--- config.mk ---
export PLATFORM = sky130hd
export DESIGN_NAME = edw_walker
export DESIGN_NICKNAME = d
export VERILOG_FILES = /design/src/edw_pkg.sv /design/src/edw_word_store.sv /design/src/edw_walker.sv
export SDC_FILE = /design/constraint.sdc
export NUM_CORES = 1
export LEC_CHECK = 0
export ABC_AREA = 1
export BUFFER_PORTS_ARGS = -buffer_cell sky130_fd_sc_hd__buf_4
export CAP_MARGIN = 30
export CELL_PAD_IN_SITES_DETAIL_PLACEMENT = 1
export CELL_PAD_IN_SITES_GLOBAL_PLACEMENT = 2
export CORE_MARGIN = 3
export CORE_UTILIZATION = 31
export CTS_BUF_LIST = sky130_fd_sc_hd__clkbuf_4
export CTS_CLUSTER_SIZE = 14
export DETAILED_ROUTE_END_ITERATION = 8
export PLACE_DENSITY = 0.87
export SYNTH_ARGS = -nofsm -noshare
export SYNTH_HDL_FRONTEND = slang
export SYNTH_SLANG_ARGS = --single-unit
--- constraint.sdc ---
create_clock -name core_clk -period 1.5 [get_ports core_clk]
set_clock_uncertainty 0.2 [all_clocks]
set_input_delay 0.225 -clock core_clk [delete_from_list [all_inputs] [get_ports core_clk]]
set_output_delay 0.225 -clock core_clk [all_outputs]
set_load 0.05 [all_outputs]
--- src/edw_pkg.sv ---
// Functional notes
// Walker is a memory master; the communications area spans 256 bytes.
// Software reaches the walker's own registers as a bus target.
// Transfer buffers hold 0 to 8192 bytes; packets at most 1023 bytes.
// Transfers queued on one endpoint are serviced in first-in order.
// Software places endpoint descriptors on 16-byte boundaries, 16-byte units.
// A queued transfer on a visited endpoint is performed during the walk.
// Software sets skip before changing a queue head link.
// Direction 01 is OUT, 10 is IN, 00 and 11 defer to the transfer.
// Speed bit zero means full speed, one means low speed.
// A skipped endpoint gets no queue read and no token.
// Format bit zero selects general layout, one selects isochronous layout.
// OUT or SETUP packet length is the lesser of largest size and remaining.
// IN packet length is whatever the endpoint sends.
// Equal head and tail links mean the queue is empty.
// A transfer ending in error sets the endpoint's halted flag.
// Retiring a transfer writes its last toggle into the toggle carry; for isochronous format the walker writes back the old carry instead.
// Head link selects the next transfer and is advanced by the walker.
// A nonzero following link is followed; zero ends the list.
// Tokens carry function address and endpoint number from the descriptor.
// Word 0 packs address, endpoint, direction, speed, skip, format, size.
// Words 1 to 3 are tail, head with halted and carry, following link.
// A halted endpoint is not serviced until software clears halted.
package edw_pkg;
	localparam logic [7:0]  edw_reg_ctrl      = 8'h00;
	localparam logic [7:0]  edw_reg_list_head = 8'h04;
	localparam logic [7:0]  edw_reg_area      = 8'h08;
	localparam logic [7:0]  edw_reg_status    = 8'h0c;
	localparam logic [7:0]  edw_reg_current   = 8'h10;
	localparam logic [7:0]  edw_reg_count     = 8'h14;
	localparam logic [31:0] edw_link_mask     = 32'hffff_fff0;
	localparam logic [31:0] edw_area_mask     = 32'hffff_ff00;
	localparam logic [31:0] edw_word_step     = 32'h0000_0004;
	localparam logic [31:0] edw_head_word_off = 32'h0000_0008;
	localparam logic [13:0] edw_buf_max       = 14'h2000;
	localparam logic [10:0] edw_pkt_max       = 11'h03ff;
	localparam logic [1:0]  edw_dir_out       = 2'h1;
	localparam logic [1:0]  edw_dir_in        = 2'h2;
	localparam int          edw_ctrl_run_bit  = 0;

	typedef struct packed {
		logic [4:0]  unused_hi;
		logic [10:0] largest_packet_bytes;
		logic        format_iso;
		logic        skip;
		logic        low_speed;
		logic [1:0]  direction;
		logic [3:0]  endpoint_number;
		logic [6:0]  function_address;
	} edw_word0_t;

	typedef enum logic [1:0] {edw_tok_setup, edw_tok_out, edw_tok_in, edw_tok_defer} edw_tok_t;

	typedef struct packed {
		logic [6:0]  function_address;
		logic [3:0]  endpoint_number;
		edw_tok_t    token;
		logic        low_speed;
		logic        format_iso;
		logic [10:0] largest_packet_bytes;
		logic [31:0] queue_head_link;
		logic        toggle_carry;
	} edw_job_t;

	typedef struct packed {
		logic        error;
		logic        last_toggle;
		logic [31:0] next_link;
	} edw_done_t;
endpackage : edw_pkg

--- src/edw_word_store.sv ---
`timescale 1ns/1ns
// Holds the four words of the descriptor being worked on; read data registered.
module edw_word_store
(
	// Clock and reset
	input  wire logic        core_clk,
	input  wire logic        rstn,
	// Write side
	input  wire logic        wr_en,
	input  wire logic [1:0]  wr_idx,
	input  wire logic [31:0] wr_data,
	// Read side
	input  wire logic [1:0]  rd_idx,
	output logic      [31:0] rd_data
);
	logic [31:0] mem [4];

	always_ff @(posedge core_clk)
	begin
		if (wr_en)
		begin
			mem[wr_idx] <= wr_data;
		end
	end

	always_ff @(posedge core_clk or negedge rstn)
	begin
		if (!rstn)
		begin
			rd_data <= 32'h0000_0000;
		end
		else
		begin
			rd_data <= (wr_en && wr_idx == rd_idx) ? wr_data : mem[rd_idx];
		end
	end
endmodule : edw_word_store

--- src/edw_walker.sv ---
// Chosen here: strobed register access and the register offsets.
`timescale 1ns/1ns
module edw_walker
	import edw_pkg::*;
(
	// Clock and reset
	input  wire logic                 core_clk,
	input  wire logic                 rstn,
	// Register port
	input  wire logic [7:0]           reg_addr,
	input  wire logic [31:0]          reg_wdata,
	input  wire logic                 reg_wr,
	input  wire logic                 reg_rd,
	output logic      [31:0]          reg_rdata,
	// Memory master port
	output logic                      mem_req,
	output logic                      mem_we,
	output logic      [31:0]          mem_addr,
	output logic      [31:0]          mem_wdata,
	input  wire logic                 mem_ack,
	input  wire logic [31:0]          mem_rdata,
	// Transfer engine
	output logic                      job_valid,
	output edw_pkg::edw_job_t         job,
	input  wire logic                 job_done,
	input  wire edw_pkg::edw_done_t   done_info,
	// Status
	output logic                      walk_busy
);
	import edw_pkg::*;

	typedef enum logic [2:0] {s_idle, s_fetch, s_decide, s_job, s_wait, s_write, s_next} edw_state_t;

	edw_state_t  state;
	logic        run;
	logic [31:0] list_head;
	logic [31:0] area_base;
	logic [31:0] cur_desc;
	logic [1:0]  word_idx;
	logic [15:0] serviced;
	logic        halt_seen;
	logic [31:0] head_new;
	logic [31:0] w0, w1, w2, w3;
	logic [1:0]  rd_idx;
	logic [31:0] rd_word;
	logic        store_we;

	function automatic edw_tok_t decode_dir(input logic [1:0] d);
		unique case (d)
			edw_dir_out: return edw_tok_out;
			edw_dir_in:  return edw_tok_in;
			default:     return edw_tok_defer;
		endcase
	endfunction : decode_dir

	function automatic logic [31:0] link_of(input logic [31:0] w);
		return w & edw_link_mask;
	endfunction : link_of

	assign store_we = (state == s_fetch) && mem_ack;
	assign rd_idx = 2'h0;

	edw_word_store u_store
	(
		.core_clk (core_clk),
		.rstn     (rstn),
		.wr_en    (store_we),
		.wr_idx   (word_idx),
		.wr_data  (mem_rdata),
		.rd_idx   (rd_idx),
		.rd_data  (rd_word)
	);

	// Shadow copies of the words, ready for decode the cycle after arrival.
	always_ff @(posedge core_clk or negedge rstn)
	begin
		if (!rstn)
		begin
			w0 <= 32'h0000_0000;
			w1 <= 32'h0000_0000;
			w2 <= 32'h0000_0000;
			w3 <= 32'h0000_0000;
		end
		else if (store_we)
		begin
			unique case (word_idx)
				2'h0: w0 <= mem_rdata;
				2'h1: w1 <= mem_rdata;
				2'h2: w2 <= mem_rdata;
				2'h3: w3 <= mem_rdata;
			endcase
		end
	end

	edw_word0_t f0;
	assign f0 = edw_word0_t'(w0);

	logic q_empty;
	logic q_halted;
	assign q_empty  = link_of(w1) == link_of(w2);           // see
	assign q_halted = w2[0];

	// Register writes.
	always_ff @(posedge core_clk or negedge rstn)
	begin
		if (!rstn)
		begin
			run       <= 1'b0;
			list_head <= 32'h0000_0000;
			area_base <= 32'h0000_0000;
		end
		else if (reg_wr)
		begin
			// Registers answer as a bus target.  see
			unique case (reg_addr)
				edw_reg_ctrl:      run       <= reg_wdata[edw_ctrl_run_bit];
				edw_reg_list_head: list_head <= link_of(reg_wdata);
				edw_reg_area:      area_base <= reg_wdata & edw_area_mask;
				default:           ;
			endcase
		end
	end

	// Register reads, one cycle later.
	always_ff @(posedge core_clk or negedge rstn)
	begin
		if (!rstn)
		begin
			reg_rdata <= 32'h0000_0000;
		end
		else if (reg_rd)
		begin
			unique case (reg_addr)
				edw_reg_ctrl:      reg_rdata <= {31'h0000_0000, run};
				edw_reg_list_head: reg_rdata <= list_head;
				edw_reg_area:      reg_rdata <= area_base;
				edw_reg_status:    reg_rdata <= {29'h0000_0000, halt_seen, rd_word[14], walk_busy};
				edw_reg_current:   reg_rdata <= cur_desc;
				edw_reg_count:     reg_rdata <= {16'h0000, serviced};
				default:           reg_rdata <= 32'h0000_0000;
			endcase
		end
		else
		begin
			reg_rdata <= 32'h0000_0000;
		end
	end

	assign walk_busy = state != s_idle;

	// Walk state machine.
	always_ff @(posedge core_clk or negedge rstn)
	begin
		if (!rstn)
		begin
			state    <= s_idle;
			cur_desc <= 32'h0000_0000;
			word_idx <= 2'h0;
			head_new <= 32'h0000_0000;
		end
		else
		begin
			unique case (state)
				s_idle:
				begin
					if (run && list_head != 32'h0000_0000)
					begin
						cur_desc <= list_head;
						word_idx <= 2'h0;
						state    <= s_fetch;
					end
				end
				s_fetch:
				begin
					if (mem_ack)
					begin
						word_idx <= word_idx + 2'h1;
						if (word_idx == 2'h3)
						begin
							state <= s_decide;
						end
					end
				end
				s_decide:
				begin
					// Skip, halted and empty all pass on without a token.  see see
					if (f0.skip || q_halted || q_empty)
					begin
						state <= s_next;
					end
					else
					begin
						state <= s_job;
					end
				end
				s_job:
				begin
					state <= s_wait;
				end
				s_wait:
				begin
					if (job_done)
					begin
						// Head moves to the next queued transfer; halted and carry refreshed.
						head_new <= link_of(done_info.next_link)           // see
							| {30'h0000_0000,
							   f0.format_iso ? w2[1] : done_info.last_toggle,
							   done_info.error};
						state    <= s_write;
					end
				end
				s_write:
				begin
					if (mem_ack)
					begin
						state <= s_next;
					end
				end
				s_next:
				begin
					if (link_of(w3) != 32'h0000_0000 && run)
					begin
						cur_desc <= link_of(w3);
						word_idx <= 2'h0;
						state    <= s_fetch;
					end
					else
					begin
						state <= s_idle;
					end
				end
				default: state <= s_idle;
			endcase
		end
	end

	// Counts written-back head words and latches a halt until software writes the status register.
	always_ff @(posedge core_clk or negedge rstn)
	begin
		if (!rstn)
		begin
			serviced  <= 16'h0000;
			halt_seen <= 1'b0;
		end
		else
		begin
			if (state == s_write && mem_ack)
			begin
				serviced <= serviced + 16'h0001;
			end
			if (state == s_write && mem_ack && head_new[0])
			begin
				halt_seen <= 1'b1;
			end
			else if (reg_wr && reg_addr == edw_reg_status)
			begin
				halt_seen <= 1'b0;
			end
		end
	end

	// Memory master: reads four words, writes back the head word.  see
	assign mem_req   = (state == s_fetch) || (state == s_write);
	assign mem_we    = state == s_write;
	assign mem_addr  = (state == s_write) ? cur_desc + edw_head_word_off
	                                      : cur_desc + edw_word_step * {30'h0, word_idx};
	assign mem_wdata = head_new;

	// Transfer request built from the descriptor.
	assign job_valid = state == s_job;
	always_ff @(posedge core_clk or negedge rstn)
	begin
		if (!rstn)
		begin
			job <= '0;
		end
		else if (state == s_decide)
		begin
			job.function_address     <= f0.function_address;
			job.endpoint_number      <= f0.endpoint_number;
			job.token                <= decode_dir(f0.direction);
			job.low_speed            <= f0.low_speed;
			job.format_iso           <= f0.format_iso;
			// Engine sends min(size, remaining) out and takes any in length.  see see see
			job.largest_packet_bytes <= (f0.largest_packet_bytes > edw_pkt_max)
				? edw_pkt_max : f0.largest_packet_bytes;
			job.queue_head_link      <= link_of(w2);
			job.toggle_carry         <= w2[1];
		end
	end

	size_clamp_a: assert property (@(posedge core_clk) disable iff (!rstn)
		job_valid |-> job.largest_packet_bytes <= edw_pkt_max)
		else $error("packet size above limit");

	skip_no_token_a: assert property (@(posedge core_clk) disable iff (!rstn)
		(state == s_decide && f0.skip) |=> !job_valid)
		else $error("token issued to skipped endpoint");

	empty_no_token_a: assert property (@(posedge core_clk) disable iff (!rstn)
		(state == s_decide && q_empty) |=> state == s_next)
		else $error("empty queue serviced");

	halted_no_token_a: assert property (@(posedge core_clk) disable iff (!rstn)
		(state == s_decide && q_halted) |=> !job_valid)
		else $error("halted endpoint serviced");

	job_follows_a: assert property (@(posedge core_clk) disable iff (!rstn)
		(state == s_decide && !f0.skip && !q_halted && !q_empty) |=> job_valid)
		else $error("pending transfer not started");

	dir_decode_a: assert property (@(posedge core_clk) disable iff (!rstn)
		(state == s_decide && f0.direction == edw_dir_in) |=> job.token == edw_tok_in)
		else $error("direction decode wrong");

	error_halts_a: assert property (@(posedge core_clk) disable iff (!rstn)
		(state == s_wait && job_done && done_info.error) |=> head_new[0])
		else $error("error did not halt");

	list_end_a: assert property (@(posedge core_clk) disable iff (!rstn)
		(state == s_next && link_of(w3) == 32'h0000_0000) |=> state == s_idle)
		else $error("walk passed list end");

	addr_pass_a: assert property (@(posedge core_clk) disable iff (!rstn)
		job_valid |-> job.function_address == $past(f0.function_address, 1))
		else $error("token address mismatch");

	head_write_a: assert property (@(posedge core_clk) disable iff (!rstn)
		(state == s_write) |-> (mem_we && mem_addr == cur_desc + edw_head_word_off))
		else $error("head word written to wrong place");

	fifo_head_a: assert property (@(posedge core_clk) disable iff (!rstn)
		job_valid |-> job.queue_head_link == link_of(w2))
		else $error("transfer not taken from queue head");

	carry_write_a: assert property (@(posedge core_clk) disable iff (!rstn)
		(state == s_wait && job_done && !f0.format_iso) |=> head_new[1] == $past(done_info.last_toggle))
		else $error("toggle carry not written back");

	list_follow_a: assert property (@(posedge core_clk) disable iff (!rstn)
		(state == s_next && run && link_of(w3) != 32'h0000_0000)
		|=> (state == s_fetch && cur_desc == link_of($past(w3))))
		else $error("following descriptor not fetched");
endmodule : edw_walker

==> results of run 1 <==
[path summary, 6_finish.rpt]
kind / start / to / cells after the start
max: state[0]$_DFFE_PN0P_ / mem_addr[2] / 8
min: reg_addr[7] / run$_DFFE_PN0P_ / 7
max reg2reg: state[0]$_DFFE_PN0P_ / f0[16]$_DFFE_PN0P_ / 13
min reg2reg: serviced[10]$_DFFE_PN0P_ / serviced[10]$_DFFE_PN0P_ / 1
max in group asynchronous: rstn / job[51]$_DFFE_PN0N_ / 5
min in group asynchronous: rstn / list_head[4]$_DFFE_PN0P_ / 4
[per-stage QoR]
step                      utilization [%]  hold WS [ps]
final                                58.0          -161
after global routing                 58.0          -155
after CTS                            52.8          -296
after detailed placement             40.6          -113
after global placement               40.6          -114
after floorplan                         -          -271
[cell usage after synthesis (12+ instances only)]
library cell / count / area, sq um
mux2i_1: 14 / 140
nor2_1: 81 / 304
o21ai_2: 23 / 201
buf_6: 12 / 135
a21oi_1: 15 / 75.1
xnor2_1: 21 / 184
inv_1: 122 / 458
nand3_1: 12 / 60.1
buf_2: 24 / 120
o21ai_1: 107 / 536
dfrtp_1: 334 / 8360
clkbuf_1: 27 / 101
nand2_1: 569 / 2140
o21ai_0: 100 / 500
buf_4: 13 / 97.6
[sequential cells by signal (all words and copies together), names as in the netlist, 24 cells and up]
signal,cells
area_base,24
w2,30
w3,28
cur_desc,28
w1,28
list_head,28
mem_wdata,30
f0,27
job,55
reg_rdata,32
[where the power goes]
part / switching [W] / internal (W)
Sequential: 0.00289 / 0.0118
Clock: 0.00454 / 0.00462
Combinational: 0.0151 / 0.0118
Total: 0.0226 / 0.0283
[logic make-up (layout without fill, tap and decap cells)]
group	count (synthesis)	count (layout)
simple gates	699	701
flops	335	335
compound gates	278	278
buf+inv	213	1087
xor+xnor	32	32
mux	17	17
fa+ha+maj	5	5
other cells	1	18
[worst register-to-register path, stage by stage (launching register included)]
cell and delay, ps:
dfrtp_2 440, buf_6 130, nand2_4 60, buf_12 140, buf_6 110, buf_6 110
nor2_4 120, inv_4 70, nor2_8 170, buf_12 140, nand2_8 100, buf_6 180
clkbuf_16 150, o21ai_2 170
[cell type report]
class,instances,area (sq um),share of cell area [%]
diodes,10,25.0,0.0963
clock buffers,140,1050,4.04
clock inverters,29,178,0.684
inverters,134,541,2.08
multi-input cells,1041,6650,25.6
flip-flops and latches,335,8410,32.4
well taps,592,741,2.85
repair buffers,784,8390,32.3
[placed cells by master (no fill, tap or decap), types with 5 or more instances in the layout]
master,count
buf_8,10
nand2_4,98
buf_16,22
nor2_1,57
a21oi_1,14
clkinv_2,7
inv_2,16
ha_1,5
o21ai_2,119
nand3_2,6
o21ai_1,80
clkbuf_4,140
xor2_1,9
a31oi_1,9
nand2_8,9
o22ai_1,5
inv_1,109
dfrtp_2,16
mux2i_1,12
nand3_1,6
dfrtp_1,318
clkinv_1,18
nor2_2,17
o21ai_0,27
nand2_2,70
conb_1,8
buf_4,340
nand2_1,404
buf_12,44
diode_2,10
xnor2_1,19
dlygate4sd3_1,164
buf_6,185
inv_4,5
clkbuf_16,19
nor2_4,16
[per-layer routing]
metal	routed length [microns]	track usage, %
met5	9	0
met4	4810	14.0
met3	4020	5.70
met2	39600	47.2
met1	27500	29.6
[timing repair]
item	in CTS	in global routing
gates cloned	27	23
pin swaps	20	48
hold buffers	167	3
setup buffers	73	80
endpoints found under the hold margin	585	26
setup endpoints to repair	397	471
resized for setup	406	389
==> flow_summary.json, run 1 <==
{
  "status": "finished with violations",
  "violations": "negative hold slack, negative setup slack",
  "tns_ps": -205860,
  "die-area_sq_mm": 0.0486,
  "synthCells": 1580,
  "synthAdderAreaFrac_pct": 0.439,
  "grt_pass1_wl_microns": 97300,
  "yosysWarningCount": 0,
  "antenna_found_initial": 7,
  "cts_buffers": 95,
  "rows": 77,
  "p_total_w": 0.0508,
  "start_util_pct": 31.8,
  "hpwl_microns": 35600,
  "ys_seq_area_share_pct": 58.9,
  "worstPathMaxFanout": 4,
  "syn_area_per_cell_sq_um": 9.02,
  "p_per_area_mw_per_mm2": 1960,
  "dpl_worst_slack_ps": -401,
  "drv_cap": 0,
  "critPathRequiredTime_ps": 1070,
  "cts-root-buf": "clkbuf_4",
  "startpoint_type": "register",
  "syn2layout_area_growth_pct": 82.4,
  "cts_tree": "yes",
  "r2r_slack_ps": -880,
  "critPathSlowestCell": "dfrtp_2",
  "grt_pass1_vias": 16900,
  "grt_remaining_overflow": 0,
  "placedCellCount": 2535,
  "ios": 271,
  "hold_viol": 14,
  "synth.distinct_cells": 44,
  "ys_seq_elements": 335,
  "die_w_microns": 220,
  "min_period_ps": 2480,
  "synth_compound_area_share_pct": 10.9,
  "drt_first_pass_iters": 5,
  "cp_cell_sequence": "buf_6 -> nand2_4 -> buf_6 -> inv_4 -> nand2_4 -> nand2_2 -> inv_2 -> buf_8",
  "vias": 15600,
  "min-delay-path-class": "in2reg",
  "path_clk_slew_ps": 60,
  "drive_gt1_share_pct": 47.7,
  "wl_microns": 76000,
  "grt_max_degree": 72,
  "synth_edf_count": 1,
  "leakage_nw": 12.9,
  "synth_flop_cell": "dfrtp_1",
  "core_region_area_sq_mm": 0.0448,
  "timing.hold.ws_ps": -161,
  "htree_num_levels": 3,
  "finalWorstSetupSlack_ps": -982,
  "grt_usage_pct": 26.5,
  "end_kind": "output pin",
  "route.antenna.remaining_nets": 0,
  "report.final.slew_viol_count": 0,
  "synthArstFlopShare_pct": 99.7,
  "synth_xor_area_share_pct": 1.97,
  "worstMarginPinSlew_ps": 551,
  "portBuffers": 255,
  "cp_num_buf_inv": 5,
  "fmax_mhz": 403,
  "max_stage_delay_ps": 460,
  "muxShareOfSynthArea_pct": 1.22,
  "yosys.area_share.simple_pct": 19.7,
  "drc": 0,
  "numClockSinks": 335,
  "clock_tree.buffer_depth": 3,
  "synth_top_family_by_area": "simple AND/OR/NAND/NOR gates",
  "dpl_cell_area_sq_mm": 0.0182,
  "max_slew_margin_pct": 63.2,
  "dieHeight_microns": 220,
  "ir_drop_mv": 1.32,
  "viasPerCell": 5.08,
  "gp_congestion": 0.806,
  "cp_top_family": "buffers and inverters",
  "finalSetupViolations": 483,
  "synthesis.area_sq_mm": 0.0142,
  "clk_latency_ps": 890,
  "fin_area_sq_mm": 0.0260,
  "period_share_pct": 165,
  "fin_cells": 3065,
  "crit_arrival_ps": 2060,
  "critical_path_class": "reg2out",
  "nNetsFinal": 2508,
  "drt_iter0_markers": 875,
  "wl_per_cell_microns": 24.8,
  "grt_setup_unrepaired": "true",
  "fillers": 4891
}
Note: power is estimated with default switching activity, not from simulation.
==> inputs of run 2 (changes only) <==
SETUP_SLACK_MARGIN = 0.3   (was unset)
==> run 2 against run 1 <==
  * The run still ends with negative hold slack, negative setup slack left
  * Final cell count decreased by 3.4%
  * First-iteration DRC count down 2.1%
  * Design area fell by 7.3%
  * Combinational power decreased by 17%
  * Worst setup slack better by 30 ps
  * Non-clock buffer count shrank 100
  * Clock power down 5.3%
  * Register-to-register slack worse by 70 ps
  * Flip-flop and latch count unchanged
  * Via count shrank 6.1%
  * Sequential share of layout area increased by 2.5 points
  * Critical endpoint is now cur_desc[7]$_DFFE_PN0P_
  * Largest power group unchanged
==> flow_summary.json, run 2 (synthesis gave the netlist of run 1 again) <==
{
  "status": "finished with violations",
  "violations": "negative hold slack, negative setup slack",
  "crit_arrival_ps": 2960,
  "startpoint_type": "register",
  "fillers": 4984,
  "vias": 14600,
  "grt_usage_pct": 24.0,
  "worstMarginPinSlew_ps": 881,
  "finalSetupViolations": 506,
  "hpwl_microns": 35200,
  "clk_latency_ps": 870,
  "cts_buffers": 95,
  "gp_congestion": 0.810,
  "min_from": "reg_addr[7]",
  "die-area_sq_mm": 0.0486,
  "dpl_worst_slack_ps": -423,
  "wl_microns": 67000,
  "post-route-util_pct": 53.8,
  "cts_tree": "yes",
  "timing.hold.ws_ps": -124,
  "worstPathMaxFanout": 15,
  "drt_iter0_markers": 857,
  "ios": 271,
  "p_sw_w": 0.0203,
  "p_comb_share_pct": 49.0,
  "wl_per_cell_microns": 22.6,
  "htree_num_levels": 3,
  "ir_drop_mv": 1.21,
  "seq_power_share_pct": 32.0,
  "report.final.slew_viol_count": 0,
  "critical_path_class": "reg2reg",
  "layout_commonest_cell": "nand2_1",
  "path_clk_slew_ps": 100,
  "grt_max_degree": 65,
  "largest-register": "job",
  "regArea_sq_mm": 0.00840,
  "hold_viol": 126,
  "grt_pass1_wl_microns": 89300,
  "drt_first_pass_iters": 5,
  "grt_setup_unrepaired": "true",
  "critPathRequiredTime_ps": 2010,
  "route.antenna.remaining_nets": 0,
  "numClockSinks": 335,
  "cts-root-buf": "clkbuf_4",
  "end_kind": "register",
  "clock_tree.buffer_depth": 3,
  "nNetsFinal": 2408,
  "layout_common_cells": "406 x nand2_1, 342 x buf_4, 326 x dfrtp_1, 152 x dlygate4sd3_1, 134 x clkbuf_4",
  "viasPerCell": 4.94,
  "dieHeight_microns": 220,
  "min_period_ps": 2450,
  "drive_gt1_share_pct": 42.0,
  "fmax_mhz": 408,
  "portBuffers": 255,
  "min-delay-path-class": "in2reg",
  "leakage_nw": 12.1,
  "antenna_found_initial": 5,
  "grt_remaining_overflow": 0,
  "finalWorstSetupSlack_ps": -952,
  "drc": 0,
  "crit_start": "state[0]$_DFFE_PN0P_",
  "clkPwrFrac_pct": 19.0,
  "rows": 77,
  "period_share_pct": 163,
  "largest_reg_flops": 55,
  "max_slew_margin_pct": 41.1,
  "die_w_microns": 220,
  "grt_pass1_vias": 15700,
  "intPower_w": 0.0253,
  "p_per_area_mw_per_mm2": 1890,
  "top_regs": "job x55, reg_rdata x32",
  "core_region_area_sq_mm": 0.0448,
  "switching_share_pct": 44.6,
  "drv_cap": 0,
  "multiInputGateArea_sq_mm": 0.00622,
  "start_util_pct": 31.8,
  "r2r_start": "state[0]$_DFFE_PN0P_",
  "syn2layout_area_growth_pct": 69.1
}
==> run 2: changes by cell type in the layout (fill, tap and decap cells not counted), moves of 10 or more <==
cell / delta
nand2_4: -21
buf_6: -68
buf_12: -10
nor2_1: +19
o21ai_2: -44
o21ai_0: +18
o21ai_1: +29
nand2_2: +19
clkinv_1: +11
dlygate4sd3_1: -12
nor2_2: -15
==> run 2: stage by stage <==
stage	hold slack (ps)	TNS (ps)	total power [W]	area, sq um	std cells
2_1_floorplan	-271	-19510	0.0236	14600	1587
3_3_place_gp	-79.7	-59700	0.0296	18300	2537
3_5_place_dp	-82.3	-74720	0.0302	18300	2537
4_1_cts	-371	-167760	0.0420	22500	2923
5_1_grt	-173	-246940	0.0478	24100	2960
6_report	-124	-220580	0.0456	24100	2960
==> run 2: metal layers <==
| layer | GRT usage, % | routed length [microns] |
|---|---|---|
| met1 | 28.8 | 25600 |
| met2 | 42.0 | 33800 |
| met3 | 4.35 | 3260 |
| met4 | 11.2 | 4400 |
| met5 | 0 | 0 |
==> run 2: what timing repair did <==
item                       4_1_cts  5_1_grt
hold endpoints to repair       585       68
setup endpoints to repair      412      507
pin swaps                       10       33
hold buffers                   151        1
gates cloned                    14       21
gates resized for setup        236      309
buffers inserted                52       10
==> run 2: final timing paths <==
kind / to / slack [ps] / cells past startpoint
worst max-delay path: cur_desc[7]$_DFFE_PN0P_ / -950 / 10
worst min-delay path: reg_rdata[0]$_DFF_PN0_ / -120 / 8
worst max register to register: cur_desc[7]$_DFFE_PN0P_ / -950 / 10
worst min register to register: job[50]$_DFFE_PN0N_ / 270 / 2
max in group asynchronous: reg_rdata[1]$_DFF_PN0_ / -250 / 4
min in group asynchronous: mem_wdata[22]$_DFFE_PN0P_ / -80 / 3
==> run 2: layout make-up <==
class | instances | share of cell area, %
Timing Repair Buffer | 684 | 29.1
Tap cell | 592 | 3.07
Multi-Input combinational cell | 1041 | 25.8
Antenna cell | 5 | 0.0519
Sequential cell | 335 | 34.9
Clock inverter | 35 | 0.691
Inverter | 134 | 2.22
Clock buffer | 134 | 4.18
==> run 2: worst max-delay path, cell delays in order, from the launching register on <==
cell and delay, ps:
dfrtp_1 440, buf_4 160, buf_4 140, nor2_2 180, nand2_2 110, nor2_4 140, o21ai_1 110, nand2_1 110
nand2_4 100, buf_12 160, o21ai_0 420
==> run 2: power groups by stage <==
stage / logic (W) / clock network (W) / registers, W
floorplan: 0.00579 / 0 / 0.0178
global placement: 0.0157 / 0 / 0.0138
detailed placement: 0.0162 / 0 / 0.0140
CTS: 0.0194 / 0.00865 / 0.0140
global route: 0.0235 / 0.00940 / 0.0148
finish: 0.0223 / 0.00867 / 0.0146
